===== config.mk =====
export PLATFORM = sky130hd
export DESIGN_NAME = scsm_top
export DESIGN_NICKNAME = d
export VERILOG_FILES = /design/src/hw/scsm_pkg.sv /design/src/hw/scsm_top.sv
export SDC_FILE = /design/constraint.sdc
export NUM_CORES = 1
export LEC_CHECK = 0
export ABC_AREA = 1
export BUFFER_PORTS_ARGS = -buffer_cell sky130_fd_sc_hd__buf_2
export CORE_MARGIN = 2
export CORE_UTILIZATION = 50
export CTS_CLUSTER_DIAMETER = 50
export CTS_CLUSTER_SIZE = 25
export DETAILED_ROUTE_END_ITERATION = 8
export PLACE_DENSITY = 0.77
export SYNTH_ARGS = -nofsm -noshare
export SYNTH_HDL_FRONTEND = slang
export SYNTH_SLANG_ARGS = --single-unit

===== constraint.sdc =====
create_clock -name pclk -period 2.63 [get_ports pclk]
set_clock_uncertainty 0.15 [all_clocks]
set_input_delay 0.1315 -clock pclk [delete_from_list [all_inputs] [get_ports pclk]]
set_output_delay 0.1315 -clock pclk [all_outputs]
set_load 0.02 [all_outputs]

===== src/hw/scsm_pkg.sv =====
// Purpose: Constants, field layouts and types of the system clock source manager.
// Assumes: Registers sit on a 32-bit APB bus, one aligned word each.
// Notes: Every offset and timing count, the control, status and mask bit positions and the control and prescaler reset values live here.
package scsm_pkg;

	////////////////////////////////////////////////////////////////////////////////
	// Register byte offsets.
	localparam logic [7:0] SCSM_CTRL_OFF = 8'h00;
	localparam logic [7:0] SCSM_STATUS_OFF = 8'h04;
	localparam logic [7:0] SCSM_MASK_OFF = 8'h08;
	localparam logic [7:0] SCSM_PRESC_OFF = 8'h0C;

	////////////////////////////////////////////////////////////////////////////////
	// Field positions and reset values of the control, status, mask and prescaler registers.
	localparam int SCSM_UNLOCK_BIT = 7;
	localparam int SCSM_RSV_BIT = 6;
	localparam int SCSM_ECIN_BIT = 5;
	localparam int SCSM_CCS_BIT = 4;
	localparam int SCSM_MON_BIT = 3;
	localparam int SCSM_SOD_BIT = 2;
	localparam int SCSM_MODE_LSB = 0;
	localparam int SCSM_FLAG_BIT = 0;
	localparam int SCSM_IRQ_EN_BIT = 0;
	localparam logic [7:0] SCSM_CTRL_RESET = 8'h00;
	localparam logic [7:0] SCSM_UNLOCK_PATTERN = 8'h80;
	localparam logic [6:0] SCSM_PRESC_RESET = 7'h00;

	////////////////////////////////////////////////////////////////////////////////
	// Source mode codes and internal source indices.
	localparam logic [1:0] SCSM_MODE_SLOW = 2'h2;
	localparam logic [1:0] SCSM_MODE_EXT = 2'h3;
	localparam logic [1:0] SCSM_SRC_FAST = 2'h0;
	localparam logic [1:0] SCSM_SRC_SLOW = 2'h1;
	localparam logic [1:0] SCSM_SRC_EXT = 2'h2;

	////////////////////////////////////////////////////////////////////////////////
	// Timing: unlock window in system cycles, failure detection in slow-oscillator ticks.
	localparam logic [2:0] SCSM_UNLOCK_CYCLES = 3'h4;
	localparam int SCSM_SLOW_OSC_HZ = 90000;
	localparam int SCSM_FAIL_DETECT_US = 100;
	localparam int SCSM_MIN_EXT_HZ = 10000;
	localparam logic [3:0] SCSM_FAIL_COUNT =
		4'((SCSM_FAIL_DETECT_US * SCSM_SLOW_OSC_HZ) / 1000000);

	////////////////////////////////////////////////////////////////////////////////
	// Control register layout, bit 7 down to bit 0.
	typedef struct packed {
		logic change_unlock;
		logic reserved;
		logic ext_input_pick;
		logic core_source_select;
		logic monitor_enable;
		logic slow_osc_disable;
		logic [1:0] source_mode_field;
	} scsm_ctrl_s;

	// Oscillator and external clock levels, sampled on the system clock.
	typedef struct packed {
		logic fast_rc_osc;
		logic slow_rc_osc;
		logic ext_clock_in_a;
		logic ext_clock_in_b;
	} scsm_osc_s;

	// Glitch-free switch states.
	typedef enum logic [2:0] {
		SCSM_SW_RUN = 3'b001,
		SCSM_SW_STOP = 3'b010,
		SCSM_SW_START = 3'b100
	} scsm_sw_e;

endpackage


===== src/hw/scsm_top.sv =====
// Purpose: System clock source manager: protected control, glitch-free switch,
//          7-bit prescaler and external clock failure monitor.
// Assumes: Oscillator and clock pins are sampled as levels on pclk.
// Notes: Function
// Function
// Unlock is set only by a write of one with all other bits zero.
// Mode, slow disable, monitor enable, core and input selects change only unlocked.
// Unlock clears four cycles after setting or on any field write.
// Rewriting unlock while open neither restarts nor clears the window.
// Input pick zero routes external input a, one routes input b.
// Software changes input pick only while core select is zero.
// Fast oscillator keeps running while core select is zero.
// Core select zero feeds fast oscillator, one feeds the mode-chosen source.
// Software leaves source mode alone while core select is one.
// Failure sets the flag, clears core select, runs from fast oscillator.
// Monitoring runs only while monitor enable is one.
// Monitor is active only while the external clock serves the system.
// Four-bit slow counter, reset by external edges, signals failure at threshold.
// Detection delay is about 100 us, about 10 kHz minimum.
// External clock below 10 kHz triggers the failure reaction.
// Source and speed changes never pass a shortened clock period.
// Interrupt request is flag and interrupt enable together.
// A 7-bit prescaler makes system clock and timer tick from every source.
// Control bits reset to zero; reserved bit 6 reads zero.
// With core select one, mode 2 is slow, mode 3 external.
// Software clears core select before changing mode, sets it afterwards.
// Flag clears on interrupt acknowledge or on writing one.
// Failure leaves the source mode unchanged.
// Failure indication is resynchronised before it touches flag or select.
// Switch stops the old clock low before starting the new one.
//
// Chosen here: the register offsets and the APB interface to the registers.
`timescale 1ns/100ps
`default_nettype none

module scsm_top (
	input wire logic pclk,
	input wire logic presetn,
	input wire logic psel,
	input wire logic penable,
	input wire logic pwrite,
	input wire logic [7:0] paddr,
	input wire logic [31:0] pwdata,
	output logic [31:0] prdata,
	output logic pready,
	output logic pslverr,
	input wire scsm_pkg::scsm_osc_s osc_in,
	input wire logic irq_vector_ack,
	output logic fail_irq,
	output logic sys_clk_out,
	output logic timer_prescaled_tick,
	output logic fast_osc_run,
	output logic slow_osc_run
);

	////////////////////////////////////////////////////////////////////////////////
	// Declarations.
	scsm_pkg::scsm_ctrl_s ctrl;
	scsm_pkg::scsm_sw_e sw_state;
	logic [2:0] unlock_cnt;
	logic fail_flag;
	logic irq_en;
	logic [6:0] presc_div;
	logic [6:0] div_act;
	logic [6:0] div_cnt;
	logic [1:0] sel_cur;
	logic [1:0] sel_req;
	logic gate_on;
	logic gated;
	logic clk_q;
	logic clk_rise;
	logic cur_lvl;
	logic ext_level;
	logic ext_q;
	logic slow_q;
	logic ext_rise;
	logic slow_rise;
	logic mon_active;
	logic [3:0] mon_cnt;
	logic mon_trip;
	logic fail_evt;
	logic setup_ph;
	logic wr_acc;
	logic ctrl_sel;
	logic status_sel;
	logic mask_sel;
	logic presc_sel;
	logic mapped;
	logic ctrl_wr;
	logic [7:0] wdata8;
	logic is_unlock_pat;

	// Level of one source by index; reserved codes fall back to the fast oscillator.
	function automatic logic src_lvl(input logic [1:0] idx, input scsm_pkg::scsm_osc_s o,
		input logic ext);
		logic lvl;
		lvl = o.fast_rc_osc;
		case (idx)
			scsm_pkg::SCSM_SRC_SLOW: lvl = o.slow_rc_osc;
			scsm_pkg::SCSM_SRC_EXT: lvl = ext;
			default: lvl = o.fast_rc_osc;
		endcase
		return lvl;
	endfunction

	////////////////////////////////////////////////////////////////////////////////
	// APB decode. The slave never waits; unmapped addresses answer with an error.
	assign setup_ph = psel & ~penable;
	assign wr_acc = psel & penable & pwrite;
	assign ctrl_sel = (paddr == scsm_pkg::SCSM_CTRL_OFF);
	assign status_sel = (paddr == scsm_pkg::SCSM_STATUS_OFF);
	assign mask_sel = (paddr == scsm_pkg::SCSM_MASK_OFF);
	assign presc_sel = (paddr == scsm_pkg::SCSM_PRESC_OFF);
	assign mapped = ctrl_sel | status_sel | mask_sel | presc_sel;
	assign pready = 1'b1;
	assign pslverr = psel & penable & ~mapped;
	assign ctrl_wr = wr_acc & ctrl_sel;
	assign wdata8 = pwdata[7:0];
	assign is_unlock_pat = (wdata8 == scsm_pkg::SCSM_UNLOCK_PATTERN);

	// Read data is captured in the setup cycle so it is ready in the access cycle.
	always_ff @(posedge pclk or negedge presetn) begin
		if (!presetn) begin
			prdata <= 32'h00000000;
		end else if (setup_ph) begin
			prdata <= 32'h00000000;
			if (ctrl_sel) begin
				prdata[7:0] <= ctrl & ~(8'h01 << scsm_pkg::SCSM_RSV_BIT);
			end else if (status_sel) begin
				prdata[scsm_pkg::SCSM_FLAG_BIT] <= fail_flag;
			end else if (mask_sel) begin
				prdata[scsm_pkg::SCSM_IRQ_EN_BIT] <= irq_en;
			end else if (presc_sel) begin
				prdata[6:0] <= presc_div;
			end
		end
	end

	////////////////////////////////////////////////////////////////////////////////
	// Protected control register. A failure clears core select last, so it wins.
	always_ff @(posedge pclk or negedge presetn) begin
		if (!presetn) begin
			ctrl <= scsm_pkg::scsm_ctrl_s'(scsm_pkg::SCSM_CTRL_RESET);
		end else begin
			if (ctrl_wr && ctrl.change_unlock && !is_unlock_pat) begin
				ctrl.ext_input_pick <= wdata8[scsm_pkg::SCSM_ECIN_BIT];
				ctrl.core_source_select <= wdata8[scsm_pkg::SCSM_CCS_BIT];
				ctrl.monitor_enable <= wdata8[scsm_pkg::SCSM_MON_BIT];
				ctrl.slow_osc_disable <= wdata8[scsm_pkg::SCSM_SOD_BIT];
				ctrl.source_mode_field <= wdata8[scsm_pkg::SCSM_MODE_LSB +: 2];
				ctrl.change_unlock <= 1'b0;
			end else if (ctrl_wr && !ctrl.change_unlock && is_unlock_pat) begin
				ctrl.change_unlock <= 1'b1;
			end else if (ctrl.change_unlock && unlock_cnt == 3'h1) begin
				ctrl.change_unlock <= 1'b0;
			end
			if (fail_evt) begin
				ctrl.core_source_select <= 1'b0;
			end
		end
	end

	// Unlock window counter; a rewrite while open is not a reload.
	always_ff @(posedge pclk or negedge presetn) begin
		if (!presetn) begin
			unlock_cnt <= 3'h0;
		end else if (ctrl_wr && !ctrl.change_unlock && is_unlock_pat) begin
			unlock_cnt <= scsm_pkg::SCSM_UNLOCK_CYCLES;
		end else if (unlock_cnt != 3'h0) begin
			unlock_cnt <= unlock_cnt - 3'h1;
		end
	end

	////////////////////////////////////////////////////////////////////////////////
	// Status flag, interrupt enable and prescaler setting. Set beats clear.
	always_ff @(posedge pclk or negedge presetn) begin
		if (!presetn) begin
			fail_flag <= 1'b0;
		end else if (fail_evt) begin
			fail_flag <= 1'b1;
		end else if (irq_vector_ack ||
			(wr_acc && status_sel && pwdata[scsm_pkg::SCSM_FLAG_BIT])) begin
			fail_flag <= 1'b0;
		end
	end

	// Interrupt enable and prescaler divider are plain registers.
	always_ff @(posedge pclk or negedge presetn) begin
		if (!presetn) begin
			irq_en <= 1'b0;
			presc_div <= scsm_pkg::SCSM_PRESC_RESET;
		end else begin
			if (wr_acc && mask_sel) begin
				irq_en <= pwdata[scsm_pkg::SCSM_IRQ_EN_BIT];
			end
			if (wr_acc && presc_sel) begin
				presc_div <= pwdata[6:0];
			end
		end
	end

	// The request is a level that follows the flag and the enable.
	assign fail_irq = fail_flag & irq_en;

	////////////////////////////////////////////////////////////////////////////////
	// Source routing: requested source and the live levels of current source.
	assign ext_level = ctrl.ext_input_pick ? osc_in.ext_clock_in_b : osc_in.ext_clock_in_a;
	always_comb begin
		sel_req = scsm_pkg::SCSM_SRC_FAST;
		if (ctrl.core_source_select) begin
			case (ctrl.source_mode_field)
				scsm_pkg::SCSM_MODE_SLOW: sel_req = scsm_pkg::SCSM_SRC_SLOW;
				scsm_pkg::SCSM_MODE_EXT: sel_req = scsm_pkg::SCSM_SRC_EXT;
				default: sel_req = scsm_pkg::SCSM_SRC_FAST;
			endcase
		end
	end
	assign cur_lvl = src_lvl(sel_cur, osc_in, ext_level);
	assign gated = gate_on & cur_lvl;

	// Glitch-free switch: park the old source low, then wait for the new one low.
	// A failed clock may be stuck high, so a raised flag lets the stop step pass.
	always_ff @(posedge pclk or negedge presetn) begin
		if (!presetn) begin
			sw_state <= scsm_pkg::SCSM_SW_RUN;
			sel_cur <= scsm_pkg::SCSM_SRC_FAST;
			gate_on <= 1'b1;
		end else begin
			case (sw_state)
				scsm_pkg::SCSM_SW_RUN: begin
					if (sel_req != sel_cur) begin
						sw_state <= scsm_pkg::SCSM_SW_STOP;
					end
				end
				scsm_pkg::SCSM_SW_STOP: begin
					if (!cur_lvl || fail_flag) begin
						gate_on <= 1'b0;
						sel_cur <= sel_req;
						sw_state <= scsm_pkg::SCSM_SW_START;
					end
				end
				scsm_pkg::SCSM_SW_START: begin
					if (!cur_lvl) begin
						gate_on <= 1'b1;
						sw_state <= scsm_pkg::SCSM_SW_RUN;
					end
				end
				default: begin
					sw_state <= scsm_pkg::SCSM_SW_RUN;
					gate_on <= 1'b1;
				end
			endcase
		end
	end

	// Oscillator run requests; the fast one stays on unless another source is live.
	always_ff @(posedge pclk or negedge presetn) begin
		if (!presetn) begin
			fast_osc_run <= 1'b1;
			slow_osc_run <= 1'b1;
		end else begin
			fast_osc_run <= !(ctrl.core_source_select && sw_state == scsm_pkg::SCSM_SW_RUN &&
				sel_cur != scsm_pkg::SCSM_SRC_FAST);
			slow_osc_run <= !ctrl.slow_osc_disable;
		end
	end

	////////////////////////////////////////////////////////////////////////////////
	// Prescaler: new divider values load only at a period boundary.
	assign clk_rise = gated & ~clk_q;
	always_ff @(posedge pclk or negedge presetn) begin
		if (!presetn) begin
			clk_q <= 1'b0;
			div_cnt <= 7'h00;
			div_act <= scsm_pkg::SCSM_PRESC_RESET;
			timer_prescaled_tick <= 1'b0;
			sys_clk_out <= 1'b0;
		end else begin
			clk_q <= gated;
			timer_prescaled_tick <= 1'b0;
			if (clk_rise) begin
				if (div_cnt >= div_act) begin
					div_cnt <= 7'h00;
					div_act <= presc_div;
					timer_prescaled_tick <= 1'b1;
					sys_clk_out <= ~sys_clk_out;
				end else begin
					div_cnt <= div_cnt + 7'h01;
				end
			end
		end
	end

	////////////////////////////////////////////////////////////////////////////////
	// Failure monitor: slow edges count up, external edges clear the count.
	assign mon_active = ctrl.monitor_enable && ctrl.core_source_select &&
		ctrl.source_mode_field == scsm_pkg::SCSM_MODE_EXT;
	assign ext_rise = ext_level & ~ext_q;
	assign slow_rise = osc_in.slow_rc_osc & ~slow_q;
	always_ff @(posedge pclk or negedge presetn) begin
		if (!presetn) begin
			ext_q <= 1'b0;
			slow_q <= 1'b0;
			mon_cnt <= 4'h0;
			mon_trip <= 1'b0;
			fail_evt <= 1'b0;
		end else begin
			ext_q <= ext_level;
			slow_q <= osc_in.slow_rc_osc;
			if (!mon_active || ext_rise) begin
				mon_cnt <= 4'h0;
			end else if (slow_rise && mon_cnt != scsm_pkg::SCSM_FAIL_COUNT) begin
				mon_cnt <= mon_cnt + 4'h1;
			end
			mon_trip <= mon_active && !ext_rise && slow_rise &&
				mon_cnt == scsm_pkg::SCSM_FAIL_COUNT - 4'h1;
			fail_evt <= mon_trip;
		end
	end
endmodule

`default_nettype wire


==> impl_metrics.csv <==
group,metric,value,unit
status,status,"completed",
placement,gp_congestion,0.8289,
final_layout,drive_above_1_share,18.09,%
detailed_routing,wire_per_inst,12.22,um
global_route,grt_pass1_vias,2641,
logic_synthesis,synthArstFlopShare,100.0,%
setup_path,startpoint_type,"register",
logic_synthesis,synth_cell_type_count,40,
timing,fmax,0.4897,GHz
detailed_routing,drtPass1Iterations,4,
logic_synthesis,syn_area_per_cell,8.270,um^2
global_route,grt.overflow.total,0,
detailed_routing,ant_nets,0,
logic_synthesis,synth_area,3457,um^2
timing,slew_violations,0,
setup_path,worstPathArrival,2.16,ns
logic_synthesis,synth_seq_area_share,43.58,%
global_route,grt_util_met1,23.50,%
setup_path,crit_top_cell,"nand2_1",
placement,dpl.hpwl,5164,um
timing,maxSlewHeadroom,55.62,%
logic_synthesis,synth_edf_count,0,
detailed_routing,remaining_drc_errors,0,
clocking,clock-sinks,60,
timing,finalSetupTns,0,ns
clocking,clock_latency,0.34,ns
timing,hold_viol,0,
setup_path,worstSetupPathDepth,7,
detailed_routing,drtIter0Drc,127,
setup_path,cp_cell_sequence,"ha_1, a21o_1, nor2_1, nand3_2, nand2_2, nand2_1, nand2_1",
clocking,clockRootBuffer,"clkbuf_8",
clocking,clk_pin_slew,0.07,ns
detailed_routing,vias,2784,
setup_path,timing.rr.start,"div_cnt[6]$_DFFE_PN0P_",
clocking,cts_resized,0,
hold_path,holdPathStages,3,
setup_path,required,2.75,ns
clocking,numCtsBuffers,9,
setup_path,cp_num_buf_inv,0,
hold_path,hp-start,"paddr[3]",
detailed_routing,drt-vias-per-instance,4.963,
timing,grt_setup_unrepaired,"no",
die,design.core.area,6756,um^2
global_route,grt_max_degree,30,
final_layout,antennaDiodeCount,0,
power,power.density,509.7,nW/um^2
power,leakage,2.111,nW
global_route,grt_pass1_wl,11700,um
clocking,cts_hold_buf,12,
global_route,grt.met3_usage,5.687,%
logic_synthesis,ys_seq_elements,60,
detailed_routing,drt-total-wl,6858,um
setup_path,critPathKind,"register to register",
clocking,tritoncts,"built",
timing,period_share,77.65,%
setup_path,cp_slowest_cell,"dfrtp_1",
die,die_area,7595,um^2
logic_synthesis,ys.flop_type,"dfrtp_1",
hold_path,hold_class,"primary input to register",
setup_path,worst_r2r_endpoint,"div_act[4]$_DFFE_PN0P_",
setup_path,cp_max_fo,16,
setup_path,crit_path_max_incr_delay,0.42,ns
timing,setup_violations,0,
die,ios,89,
setup_path,worst-r2r-cell-count,7,
final_layout,area_delta_synth_final,13.72,%
timing,max_slew.worst_pin.slew,0.6657,ns
timing,min_period,2.042,ns
setup_path,endpoint_kind,"register",
global_route,grt.met2_usage,35.05,%
hold_path,hold_path_end,"irq_en$_DFFE_PN0P_",
placement,io_buffers,39,
logic_synthesis,syn_inst,418,
power,irDropWorstVdd,0.3710,mV
run,max_cap_violations,0,
global_route,grt.busiest_layer,"met2",
clocking,htree_levels,3,
power,total_power,0.002004,W
clocking,clockBufferDepth,2,
setup_path,rrSetupSlack,0.59,ns
die,die_y,87.15,um
logic_synthesis,synth_warnings,0,
die,fp-row-count,30,
global_route,grt_usage,19.82,%
die,initial_core_util,51.17,%
die,die_w,87.15,um
clocking,post_cts_buffers,0,
setup_path,path_delay_family,"simple AND/OR/NAND/NOR gates",
final_layout,nNetsFinal,543,
global_route,antenna_found_initial,0,
## per-stage QoR
step | util, % | instances | setup slack, ns | instance area [um^2] | hold WS, ns
6_report | 58.19 | 561 | 0.5878 | 3931 | 0.01059
5_1_grt | 58.19 | 561 | 0.4491 | 3931 | 0.06047
4_1_cts | 58.19 | 561 | 0.5858 | 3931 | 0.001525
3_5_place_dp | 53.63 | 533 | 0.6080 | 3623 | 0.05215
3_3_place_gp | 53.63 | 533 | 0.6549 | 3623 | 0.03821
2_1_floorplan | - | 441 | 0.9202 | 3543 | -0.3141
## cell families (layout without fill, tap and decap cells)
family	Yosys count	count (layout)	share of synthesized area, %
AOI/OAI and AO/OA	43	43	7.166
xor gates and xnor gates	6	6	1.520
adders and majority gates	17	17	6.153
buffers and inverters	90	130	13.28
DFF	60	60	43.58
other	2	25	0.2172
and+or+nand+nor	200	200	28.09
## state kept, by name, indices dropped and copies added, names as in the netlist
signal                flops
prdata                    8
presc_div                 7
fast_osc_run              1
div_cnt                   7
irq_en                    1
fail_flag                 1
ctrl                      7
sel_cur                   2
unlock_cnt                3
gate_on                   1
sw_state                  3
mon_trip                  1
sys_clk_out               1
clk_q                     1
slow_osc_run              1
slow_q                    1
mon_cnt                   4
fail_evt                  1
ext_q                     1
timer_prescaled_tick      1
div_act                   7
## synth_stat cells, types with 2 or more instances
cell / n / share of area, %
a21oi_1: 9 / 1.3
dfstp_2: 4 / 3.0
nand4_1: 9 / 1.6
nor2_1: 28 / 3.0
o31ai_1: 2 / 0.43
nor3_1: 4 / 0.58
nand2_1: 109 / 12
buf_4: 25 / 5.4
buf_6: 2 / 0.65
nand3_2: 5 / 1.4
xor2_1: 5 / 1.3
dfrtp_1: 56 / 41
inv_1: 59 / 6.4
o21a_1: 2 / 0.43
nand3_4: 2 / 1.0
nand2_2: 6 / 1.1
o21ai_0: 15 / 2.2
nor2_8: 2 / 1.2
nor2_2: 3 / 0.54
inv_2: 2 / 0.22
nor2_4: 4 / 1.3
nand3_1: 23 / 3.3
conb_1: 2 / 0.22
o22ai_1: 4 / 0.72
o211ai_1: 2 / 0.43
ha_1: 17 / 6.2
o21ai_1: 4 / 0.58
## worst max path at each step
stage | from | to | slack, ns
after floorplan | sel_cur[0]$_DFFE_PN0P_ | div_act[4]$_DFFE_PN0P_ | 0.92
after global placement | div_cnt[2]$_DFFE_PN0P_ | div_act[1]$_DFFE_PN0P_ | 0.65
after detailed placement | div_cnt[2]$_DFFE_PN0P_ | div_act[4]$_DFFE_PN0P_ | 0.61
after CTS | div_cnt[2]$_DFFE_PN0P_ | div_act[4]$_DFFE_PN0P_ | 0.59
after global routing | div_cnt[0]$_DFFE_PN0P_ | div_act[4]$_DFFE_PN0P_ | 0.45
final | div_cnt[6]$_DFFE_PN0P_ | div_act[4]$_DFFE_PN0P_ | 0.59
## cell usage in the layout, fill, tap and decap left out, types with 2 or more instances in the layout
master / Yosys / layout
inv_1: 59 / 59
nand4_1: 9 / 9
o31ai_1: 2 / 2
nor2_2: 3 / 3
xor2_1: 5 / 5
nand3_4: 2 / 2
o21ai_1: 4 / 4
inv_2: 2 / 2
o21ai_0: 15 / 15
nand2_1: 109 / 109
o211ai_1: 2 / 2
a21oi_1: 9 / 9
nor3_1: 4 / 4
conb_1: 2 / 25
nor2_8: 2 / 2
clkinv_2: 0 / 3
ha_1: 17 / 17
nand2_2: 6 / 6
nand3_2: 5 / 5
nor2_4: 4 / 4
buf_2: 1 / 39
dlygate4sd3_1: 0 / 12
clkbuf_8: 0 / 12
buf_4: 25 / 2
nor2_1: 28 / 28
o22ai_1: 4 / 4
dfrtp_1: 56 / 56
dfstp_2: 4 / 4
o21a_1: 2 / 2
nand3_1: 23 / 23
## worst register-to-register path, cell delays in order (launching register included)
cell and delay [ns]:
dfrtp_1 0.42, ha_1 0.33, a21o_1 0.17, nor2_1 0.14
nand3_2 0.32, nand2_2 0.29, nand2_1 0.09, nand2_1 0.07
## routing by layer
layer	vias up	wire length (um)
met5	-	0
met4	0	100
met3	6	267
met2	52	3645
met1	1334	2844
li1	1392	-
## area by class of cell
class	instances	area, um^2
inverters	61	229.0
fillers	629	2825
well taps	80	100.1
multi-input cells	291	1578
flip-flops and latches	60	1506
repair buffers	53	330.3
clock buffers	12	165.2
clock inverters	4	22.52
## report_power, final
| part | total [W] | internal, W | switching, W | leakage [nW] |
|---|---|---|---|---|
| registers | 0.000970 | 0.000956 | 0.0000147 | 0.765 |
| clock network | 0.000765 | 0.000414 | 0.000351 | 0.0982 |
| logic | 0.000269 | 0.0000966 | 0.000172 | 1.25 |
| total | 0.00200 | 0.00147 | 0.000538 | 2.11 |
(Power assumes the default switching activity.)
